--- src/pbs_pkg.sv ---
// constants and types for the regulator status and disable-timing register slice
// What this block does
// - per-output fall time, reset 500 us
// - fall time used only after commit
// - per-output disable delay, 10 us steps
// - global read-only one-byte fault summary
// - summary bit 6: output not delivering
// - bits 5/4/3: vout ov, iout oc, vin uv
// - bits 2/1/0: temp, comm, other; 7 unused
// - word low byte equals summary byte
// - word bits 15..12: vout, iout, input, vendor
// - word bit 11: power not good
// - vout byte: ov 7, uv 4, max 3
// - iout byte: oc 7, oc-uv 6, share 3
// - input byte: ov 7, uv 3, oc 2
// - input uv masked until vin first rises
// - temp byte: ot 7, warn 6, ut 4
// - vout/iout bytes selected by page
// - status bytes read-only, fed by detection
// - global comm/logic/memory detail byte
// - comm byte: cmd 7, data 6, pec 5
// - overheat warning sets temp bits
`default_nettype none
package pbs_pkg;

    // ************************************************************
    // command codes
    // ************************************************************
    localparam logic [7:0] CMD_DISABLE_DELAY = 8'h64;
    localparam logic [7:0] CMD_DISABLE_FALL  = 8'h65;
    localparam logic [7:0] CMD_SUM_BYTE      = 8'h78;
    localparam logic [7:0] CMD_SUM_WORD      = 8'h79;
    localparam logic [7:0] CMD_VOUT_FAULTS   = 8'h7A;
    localparam logic [7:0] CMD_IOUT_FAULTS   = 8'h7B;
    localparam logic [7:0] CMD_INPUT_FAULTS  = 8'h7C;
    localparam logic [7:0] CMD_THERM_FAULTS  = 8'h7D;
    localparam logic [7:0] CMD_CML_FAULTS    = 8'h7E;

    // ************************************************************
    // reset values, units and limits
    // ************************************************************
    localparam logic [15:0] DELAY_RESET   = 16'h0000;
    localparam logic [15:0] FALL_RESET    = 16'h01F4;
    localparam int          DELAY_STEP_US = 10;
    localparam logic [15:0] FALL_MAX_US   = 16'h2710;

    // ************************************************************
    // bit positions
    // ************************************************************
    localparam int SB_OFF = 6;
    localparam int SB_VOV = 5;
    localparam int SB_IOC = 4;
    localparam int SB_VUV = 3;
    localparam int SB_TMP = 2;
    localparam int SB_CML = 1;
    localparam int SB_OTH = 0;
    localparam int SW_VOUT = 15;
    localparam int SW_IOUT = 14;
    localparam int SW_INP  = 13;
    localparam int SW_MFR  = 12;
    localparam int SW_PGN  = 11;
    localparam int VO_OV  = 7;
    localparam int VO_UV  = 4;
    localparam int VO_MAX = 3;
    localparam int IO_OC   = 7;
    localparam int IO_OCUV = 6;
    localparam int IO_SHR  = 3;
    localparam int IN_OV = 7;
    localparam int IN_UV = 3;
    localparam int IN_OC = 2;
    localparam int TP_OT   = 7;
    localparam int TP_WARN = 6;
    localparam int TP_UT   = 4;
    localparam int CM_CMD  = 7;
    localparam int CM_DATA = 6;
    localparam int CM_PEC  = 5;
    localparam int CM_MEM  = 4;
    localparam int CM_PROC = 3;
    localparam int CM_COMM = 1;
    localparam int CM_OTH  = 0;

    // ************************************************************
    // state types
    // ************************************************************
    typedef struct packed {
        logic [15:0] delay;
        logic [15:0] fall_pend;
        logic [15:0] fall_act;
    } pbs_set_t;

    typedef struct packed {
        logic [1:0]  vout_ov;
        logic [1:0]  vout_uv;
        logic [1:0]  vout_max;
        logic [1:0]  iout_oc;
        logic [1:0]  iout_ocuv;
        logic [1:0]  iout_share;
        logic        in_ov;
        logic        in_uv;
        logic        in_oc;
        logic        uv_armed;
        logic [7:0]  temp;
        logic [7:0]  comm_memory_logic_flag;
        logic        vendor;
        logic        other;
        logic [15:0] rdata;
        logic        rvalid;
        logic        err;
    } pbs_stat_t;

    // ************************************************************
    // decode helpers
    // ************************************************************
    function automatic logic pbs_code_known(input logic [7:0] code);
        return (code == CMD_DISABLE_DELAY) || (code == CMD_DISABLE_FALL) ||
               ((code >= CMD_SUM_BYTE) && (code <= CMD_CML_FAULTS));
    endfunction

    function automatic logic pbs_code_writable(input logic [7:0] code);
        return (code == CMD_DISABLE_DELAY) || (code == CMD_DISABLE_FALL);
    endfunction

endpackage
`default_nettype wire

--- src/pbs_page_settings.sv ---
// per-output disable delay and staged fall-time settings
`timescale 1ns/1ns
`default_nettype none
module pbs_page_settings
    import pbs_pkg::*;
(
    input  wire logic        clk,
    input  wire logic        rst,
    input  wire logic        wr_delay,
    input  wire logic        wr_fall,
    input  wire logic [15:0] wdata,
    input  wire logic        commit,
    output logic      [15:0] delay_val,
    output logic      [15:0] fall_pend,
    output logic      [15:0] fall_act
);

    pbs_set_t s_r;
    pbs_set_t s_nxt;

    always_comb begin
        s_nxt = s_r;
        if (wr_delay) begin
            s_nxt.delay = wdata;
        end
        if (wr_fall) begin
            s_nxt.fall_pend = wdata;
        end
        if (commit) begin
            s_nxt.fall_act = wr_fall ? wdata : s_r.fall_pend;
        end
    end

    always_ff @(posedge clk or posedge rst) begin
        if (rst) begin
            s_r.delay     <= DELAY_RESET;
            s_r.fall_pend <= FALL_RESET;
            s_r.fall_act  <= FALL_RESET;
        end else begin
            s_r <= s_nxt;
        end
    end

    assign delay_val = s_r.delay;
    assign fall_pend = s_r.fall_pend;
    assign fall_act  = s_r.fall_act;

endmodule // pbs_page_settings
`default_nettype wire

--- src/pbs_status_bank.sv ---
// status reporting and disable-timing command registers of a dual-output regulator
`timescale 1ns/1ns
`default_nettype none
module pbs_status_bank
    import pbs_pkg::*;
(
    input  wire logic        clk,
    input  wire logic        rst,
    // command port from the serial interface
    input  wire logic        cmd_stb,
    input  wire logic        cmd_wr,
    input  wire logic [7:0]  cmd_code,
    input  wire logic [15:0] cmd_wdata,
    input  wire logic        cmd_page,
    input  wire logic        commit_stb,
    input  wire logic        clear_stb,
    input  wire logic        pec_err_stb,
    output logic      [15:0] rd_data,
    output logic             rd_valid,
    output logic             cmd_err,
    // per-output detection events
    input  wire logic [1:0]  out_on,
    input  wire logic [1:0]  out_power_good,
    input  wire logic [1:0]  vout_ov_evt,
    input  wire logic [1:0]  vout_uv_evt,
    input  wire logic [1:0]  vout_max_evt,
    input  wire logic [1:0]  iout_oc_evt,
    input  wire logic [1:0]  iout_ocuv_evt,
    input  wire logic [1:0]  iout_share_evt,
    // global detection events
    input  wire logic        vin_ov_evt,
    input  wire logic        vin_uv_evt,
    input  wire logic        vin_above_uv,
    input  wire logic        iin_oc_evt,
    input  wire logic        ot_fault_evt,
    input  wire logic        ot_warn_evt,
    input  wire logic        ut_fault_evt,
    input  wire logic        mem_fault_evt,
    input  wire logic        proc_fault_evt,
    input  wire logic        comm_other_evt,
    input  wire logic        logic_other_evt,
    input  wire logic        vendor_evt,
    input  wire logic        other_change_evt,
    // applied disable timing per output
    output logic      [15:0] delay_val_0,
    output logic      [15:0] delay_val_1,
    output logic      [15:0] fall_act_0,
    output logic      [15:0] fall_act_1
);

    // ************************************************************
    // per-output settings
    // ************************************************************
    logic        acc_rd;
    logic        acc_wr;
    logic        known;
    logic        bad_data;
    logic [1:0]  wr_delay;
    logic [1:0]  wr_fall;
    logic [15:0] delay_v [2];
    logic [15:0] fall_p  [2];
    logic [15:0] fall_a  [2];

    assign acc_rd   = cmd_stb && !cmd_wr;
    assign acc_wr   = cmd_stb && cmd_wr;
    assign known    = pbs_code_known(cmd_code);
    assign bad_data = acc_wr && known &&
                      (!pbs_code_writable(cmd_code) ||
                       ((cmd_code == CMD_DISABLE_FALL) && (cmd_wdata > FALL_MAX_US)));

    always_comb begin
        wr_delay = 2'b00;
        wr_fall  = 2'b00;
        if (acc_wr && !bad_data && (cmd_code == CMD_DISABLE_DELAY)) begin
            wr_delay[cmd_page] = 1'b1;
        end
        if (acc_wr && !bad_data && (cmd_code == CMD_DISABLE_FALL)) begin
            wr_fall[cmd_page] = 1'b1;
        end
    end

    for (genvar g = 0; g < 2; g++) begin : g_page
        pbs_page_settings u_set (
            .clk       (clk),
            .rst       (rst),
            .wr_delay  (wr_delay[g]),
            .wr_fall   (wr_fall[g]),
            .wdata     (cmd_wdata),
            .commit    (commit_stb),
            .delay_val (delay_v[g]),
            .fall_pend (fall_p[g]),
            .fall_act  (fall_a[g])
        );
    end

    assign delay_val_0 = delay_v[0];
    assign delay_val_1 = delay_v[1];
    // host must commit in or after the cycle of the fall-time write
    assign fall_act_0  = fall_a[0];
    assign fall_act_1  = fall_a[1];

    // ************************************************************
    // status state
    // ************************************************************
    pbs_stat_t st_r;
    pbs_stat_t st_nxt;

    logic [7:0]  vout_byte [2];
    logic [7:0]  iout_byte [2];
    logic [7:0]  input_byte;
    logic [7:0]  sum_byte;
    logic [15:0] sum_word;
    logic        any_vout;
    logic        any_iout;

    always_comb begin
        for (int i = 0; i < 2; i++) begin
            vout_byte[i]         = 8'h00;
            vout_byte[i][VO_OV]  = st_r.vout_ov[i];
            vout_byte[i][VO_UV]  = st_r.vout_uv[i];
            vout_byte[i][VO_MAX] = st_r.vout_max[i];
            iout_byte[i]          = 8'h00;
            iout_byte[i][IO_OC]   = st_r.iout_oc[i];
            iout_byte[i][IO_OCUV] = st_r.iout_ocuv[i];
            iout_byte[i][IO_SHR]  = st_r.iout_share[i];
        end
    end

    always_comb begin
        input_byte        = 8'h00;
        input_byte[IN_OV] = st_r.in_ov;
        input_byte[IN_UV] = st_r.in_uv;
        input_byte[IN_OC] = st_r.in_oc;
    end

    assign any_vout = |{vout_byte[0], vout_byte[1]};
    assign any_iout = |{iout_byte[0], iout_byte[1]};

    always_comb begin
        sum_byte = 8'h00;
        sum_byte[SB_OFF] = !(&out_on);
        sum_byte[SB_VOV] = |st_r.vout_ov;
        sum_byte[SB_IOC] = |st_r.iout_oc;
        sum_byte[SB_VUV] = st_r.in_uv;
        sum_byte[SB_TMP] = |st_r.temp;
        sum_byte[SB_CML] = |st_r.comm_memory_logic_flag;
        sum_byte[SB_OTH] = st_r.other;
    end

    always_comb begin
        sum_word = {8'h00, sum_byte};
        sum_word[SW_VOUT] = any_vout;
        sum_word[SW_IOUT] = any_iout;
        sum_word[SW_INP]  = |input_byte;
        sum_word[SW_MFR]  = st_r.vendor;
        sum_word[SW_PGN]  = !(&out_power_good);
    end

    // ************************************************************
    // next state
    // ************************************************************
    always_comb begin
        st_nxt = st_r;
        if (clear_stb) begin
            st_nxt.vout_ov    = 2'b00;
            st_nxt.vout_uv    = 2'b00;
            st_nxt.vout_max   = 2'b00;
            st_nxt.iout_oc    = 2'b00;
            st_nxt.iout_ocuv  = 2'b00;
            st_nxt.iout_share = 2'b00;
            st_nxt.in_ov      = 1'b0;
            st_nxt.in_uv      = 1'b0;
            st_nxt.in_oc      = 1'b0;
            st_nxt.temp       = 8'h00;
            st_nxt.comm_memory_logic_flag        = 8'h00;
            st_nxt.vendor     = 1'b0;
            st_nxt.other      = 1'b0;
        end
        st_nxt.vout_ov    = st_nxt.vout_ov | vout_ov_evt;
        st_nxt.vout_uv    = st_nxt.vout_uv | vout_uv_evt;
        st_nxt.vout_max   = st_nxt.vout_max | vout_max_evt;
        st_nxt.iout_oc    = st_nxt.iout_oc | iout_oc_evt;
        st_nxt.iout_ocuv  = st_nxt.iout_ocuv | iout_ocuv_evt;
        st_nxt.iout_share = st_nxt.iout_share | iout_share_evt;
        st_nxt.in_ov      = st_nxt.in_ov | vin_ov_evt;
        st_nxt.in_oc      = st_nxt.in_oc | iin_oc_evt;
        if (vin_above_uv) begin
            st_nxt.uv_armed = 1'b1;
        end
        st_nxt.in_uv = st_nxt.in_uv | (vin_uv_evt && st_r.uv_armed);
        st_nxt.temp[TP_OT] = st_nxt.temp[TP_OT] | ot_fault_evt;
        st_nxt.temp[TP_WARN] = st_nxt.temp[TP_WARN] | ot_warn_evt;
        st_nxt.temp[TP_UT]   = st_nxt.temp[TP_UT] | ut_fault_evt;
        st_nxt.comm_memory_logic_flag[CM_CMD]  = st_nxt.comm_memory_logic_flag[CM_CMD] | (cmd_stb && !known);
        st_nxt.comm_memory_logic_flag[CM_DATA] = st_nxt.comm_memory_logic_flag[CM_DATA] | bad_data;
        st_nxt.comm_memory_logic_flag[CM_PEC]  = st_nxt.comm_memory_logic_flag[CM_PEC] | pec_err_stb;
        st_nxt.comm_memory_logic_flag[CM_MEM]  = st_nxt.comm_memory_logic_flag[CM_MEM] | mem_fault_evt;
        st_nxt.comm_memory_logic_flag[CM_PROC] = st_nxt.comm_memory_logic_flag[CM_PROC] | proc_fault_evt;
        st_nxt.comm_memory_logic_flag[CM_COMM] = st_nxt.comm_memory_logic_flag[CM_COMM] | comm_other_evt;
        st_nxt.comm_memory_logic_flag[CM_OTH]  = st_nxt.comm_memory_logic_flag[CM_OTH] | logic_other_evt;
        st_nxt.vendor = st_nxt.vendor | vendor_evt;
        st_nxt.other  = st_nxt.other | other_change_evt;

        // read answer one cycle after the strobe
        st_nxt.rvalid = acc_rd && known;
        st_nxt.err    = cmd_stb && (!known || bad_data);
        if (acc_rd) begin
            case (cmd_code)
                CMD_DISABLE_DELAY: st_nxt.rdata = delay_v[cmd_page];
                CMD_DISABLE_FALL:  st_nxt.rdata = fall_p[cmd_page];
                CMD_SUM_BYTE:      st_nxt.rdata = {8'h00, sum_byte};
                CMD_SUM_WORD:      st_nxt.rdata = sum_word;
                CMD_VOUT_FAULTS:   st_nxt.rdata = {8'h00, vout_byte[cmd_page]};
                CMD_IOUT_FAULTS:   st_nxt.rdata = {8'h00, iout_byte[cmd_page]};
                CMD_INPUT_FAULTS:  st_nxt.rdata = {8'h00, input_byte};
                CMD_THERM_FAULTS:  st_nxt.rdata = {8'h00, st_r.temp};
                CMD_CML_FAULTS:    st_nxt.rdata = {8'h00, st_r.comm_memory_logic_flag};
                default:           st_nxt.rdata = 16'h0000;
            endcase
        end
    end

    always_ff @(posedge clk or posedge rst) begin
        if (rst) begin
            st_r <= '0;
        end else begin
            st_r <= st_nxt;
        end
    end

    // ************************************************************
    // outputs
    // ************************************************************
    assign rd_data  = st_r.rdata;
    assign rd_valid = st_r.rvalid;
    assign cmd_err  = st_r.err;

endmodule // pbs_status_bank
`default_nettype wire

--- config.mk ---
export PLATFORM = sky130hd
export DESIGN_NAME = pbs_status_bank
export DESIGN_NICKNAME = d
export VERILOG_FILES = /design/src/pbs_pkg.sv /design/src/pbs_page_settings.sv /design/src/pbs_status_bank.sv
export SDC_FILE = /design/constraint.sdc
export NUM_CORES = 1
export LEC_CHECK = 0
export BUFFER_PORTS_ARGS = -buffer_cell sky130_fd_sc_hd__buf_2
export CORE_ASPECT_RATIO = 0.6
export CORE_MARGIN = 2
export CORE_UTILIZATION = 59
export DETAILED_ROUTE_END_ITERATION = 10
export GPL_TIMING_DRIVEN = 0
export PLACE_DENSITY_LB_ADDON = 0.1
export SYNTH_ARGS = -nofsm -noshare
export SYNTH_HDL_FRONTEND = slang
export SYNTH_SLANG_ARGS = --single-unit
export TNS_END_PERCENT = 10
--- constraint.sdc ---
create_clock -name clk -period 9.5 [get_ports clk]
set_input_delay 1.425 -clock clk [delete_from_list [all_inputs] [get_ports clk]]
set_output_delay 1.425 -clock clk [all_outputs]
set_load 0.05 [all_outputs]
==> key figures <==
Outcome
  • Run status: completed

Logic synthesis
  • Post-synth EDFFs: 0
  • Mapped Cells: 496
  • XOR/XNOR Fraction of Synth Area: 0%
  • Unique cell type count in the Yosys netlist: 48
  • Top cell type's share of synthesized area: 45.7%
  • Sequential share of the synthesized area: between 50% and 60%
  • #FFs+latches synth: about 140
  • Yosys top cell by area: dfrtp_1
  • Post-synthesis mux area share: between 20% and 30%
  • Yosys warns: 0
  • Synth Area in Compound Gates: 8.92%
  • Synth Area in Simple Gates: under 10%
  • Net Count, Synth: approximately 560
  • Largest cells by area after synthesis: dfrtp_1 (46%), mux2_2 (11%), dfstp_2 (9.8%)
  • Async SR Flop Fraction: 100%
  • Mapped Area: ~6500 um^2
  • Predominant post-synthesis flop cell: dfrtp_1
  • Adder-Cell Fraction of Synth Area: 0%
  • Main combinational cell family by area after synthesis: multiplexers
  • Post-Syn Area per Cell: approximately 13 um^2

Finish
  • Seq. cell area: around 3600 um^2
  • Fill cell count: between 700 and 800
  • Layout cell share with drive strength beyond 1: between 40% and 50%
  • Most frequent cells in the layout: buf_2 (142), dfrtp_1 (118), mux2_2 (63)
  • Multi-input gate area: 2580 um^2
  • Nets: between 700 and 800
  • Layout area overhead: 23.1%
  • Number of diodes: 0
  • Most common cell after layout, fill and taps aside: buf_2

Clock tree
  • Total CTS buffers: 17
  • Clk sinks: around 140
  • Worst-Skew Late Latency: ~420 ps
  • CTS H-Tree Depth: 4
  • Post-CTS sizing: 0
  • Setup Buffers After CTS: 0
  • CTS tree: built
  • Root Buffer: clkbuf_16
  • Reg clk slew, reported paths: approximately 60 ps
  • CTS Buffer Depth: 2
  • CTS Hold Bufs: 0

STA
  • Setup Skew: ~9.2 ps
  • Tcrit/Tclk final: between 30% and 40%
  • Slew @ Worst Pin: roughly 950 ps
  • RSZ-0062 raised after global routing: false
  • Final-report setup violation count: 0
  • Setup TNS: 0 ps
  • Worst hold margin: 479 ps
  • Fin. Hold Viols: 0
  • Max Transition Viols Final: 0
  • Fin crit period: between 3000 and 4000 ps
  • Max Freq: 0.284 GHz
  • Rel. slew slack: a little under two fifths

Critical path
  • CP Max Fanout: 10
  • Worst setup EP type: flip-flop
  • Setup CP Type: input port to flip-flop
  • CP Cell Sequence: buf_2 -> buf_1 -> buf_1 -> o21ai_0 -> a21oi_1 -> o22ai_1 -> a22o_1
  • Delay of the slowest critical-path stage: approximately 700 ps
  • Slowest-stage cell, CP: buf_1
  • Critical Path RT: approximately 9800 ps
  • WP data arrival: 3830 ps
  • Cell mode on critical path: buf_1
  • Path depth of the worst reg2reg path: 5
  • Crit path launch type: input port

GRT
  • Total grt overflow: 0
  • Initial antenna violation count: 0
  • First-pass GRT wire length: between 20000 and 30000 um
  • Vias in the first global route: approximately 4600
  • Global-route usage over all layers: 29.8%
  • Pin count of the biggest net entering global routing: 74

Route
  • Routed len/inst: around 21 um
  • DR iter-0 viols: around 400
  • Avg Vias per Cell: 5.80
  • DR pass1 iterations: 5
  • Final WL: about 17000 um
  • Post-route ant nets: 0
  • Drc violations: 0
  • Routed via count: 4672

Power
  • Pwr/cell area: around 180 nW/um^2
  • Leak Pwr: approximately 4.1 nW
  • Switching part of the total power: around 24%
  • Clock share of power: between 40% and 50%
  • Switching power: between 0.3 and 0.4 mW
  • Total power: between 1 and 1.5 mW
  • Part of the power in registers: between 40 and 50%
  • Peak supply drop: approximately 0.16 mV
  • Internal power: between 1 and 1.5 mW
  • Comb power frac: under 10%

Run
  • Max_cap viols: 0

Floorplanning
  • Die ar.: 11800 um^2
  • Chip width: between 100 and 150 um
  • Initial core utilization: between 60% and 70%
  • FP Rows: 29
  • CORE AREA: approximately 11000 um^2
  • I/O Pins: ~140
  • Chip Height: 85.1 um

Hold path
  • Worst min-delay path class: flip-flop to flip-flop
  • Hold Path Cell Cnt: 1

Place
  • IO buf count: 138
  • Routability cong.: approximately 0.90
  • DP HPWL: about 12000 um
-- Yosys cell counts, types with 7 or more instances --
| master | instances |
|---|---|
| clkbuf_1 | 15 |
| a21o_1 | 26 |
| nand2b_1 | 7 |
| a21oi_1 | 11 |
| dfstp_2 | 24 |
| mux2_2 | 63 |
| nand2_1 | 24 |
| dfrtp_1 | 118 |
| nor3_1 | 10 |
| buf_4 | 17 |
| o21ai_0 | 18 |
| o22ai_1 | 7 |
| mux2i_1 | 28 |
| nor2_1 | 23 |
| mux2_4 | 30 |
-- metrics by stage --
step	instance area [um^2]	setup slack (ps)	utilization, %	instances
after floorplan	6460	4310	-	496
after global placement	7330	2930	68.9	773
after detailed placement	7360	5610	69.2	774
after CTS	7960	6020	74.9	806
after global routing	7960	5870	74.9	806
final	7960	5970	74.9	806
-- logic make-up (layout without fill, tap and decap cells) --
family,after synthesis,after routing
and+or+nand+nor,95,95
DFF,142,142
buffers and inverters,50,221
muxes,125,125
AOI/OAI and AO/OA,84,84
-- cell type report --
class	instances	area share, %
Sequential cell	142	45.0
Multi-Input combinational cell	304	32.4
Timing Repair Buffer	139	9.02
Clock buffer	19	5.44
Buffer	45	3.57
Tap cell	139	2.18
Clock inverter	13	2.07
Inverter	5	0.299
-- path summary, 6_finish.rpt --
check | startpoint | endpoint | slack, ps
min in group asynchronous | rst | iout_byte[3] | 1100
worst min-delay path | st_r[36] | st_r[36] | 480
worst max-delay path | cmd_page | rd_data[3] | 5970
max in group asynchronous | rst | g_page[0].u_set.fall_pend[8] | 7590
worst min register to register | st_r[36] | st_r[36] | 480
worst max register to register | iout_byte[7] | rd_data[7] | 7720
-- per-layer routing --
metal  wire, um  GRT usage, %
met1       8040          46.9
met2       7110          41.3
met3       1510          7.79
met4        211          7.35
met5          0             0
-- flip-flops by register name, indices dropped and copies added, names as in the netlist --
| signal | count |
|---|---|
| cmd_err | 1 |
| st_r | 19 |
| rd_data | 16 |
| rd_valid | 1 |
| g_page.u_set.fall_act | 32 |
| g_page.u_set.delay_val | 32 |
| g_page.u_set.fall_pend | 32 |
| input_byte | 3 |
| iout_byte | 6 |
-- power groups by stage --
stage	clock network (mW)	logic, mW	registers, mW
finish	0.677	0.110	0.633
CTS	0.684	0.111	0.633
global route	0.715	0.119	0.634
detailed placement	0	0.110	0.643
floorplan	0	0.0550	0.655
global placement	0	0.106	0.643
-- critical path: cells and delay by family --
kind                   cells  cell delay [ps]
AO/OA/AOI/OAI              4              770
buffers and inverters      3             1620
No activity file was read; power rests on OpenSTA's default activity.
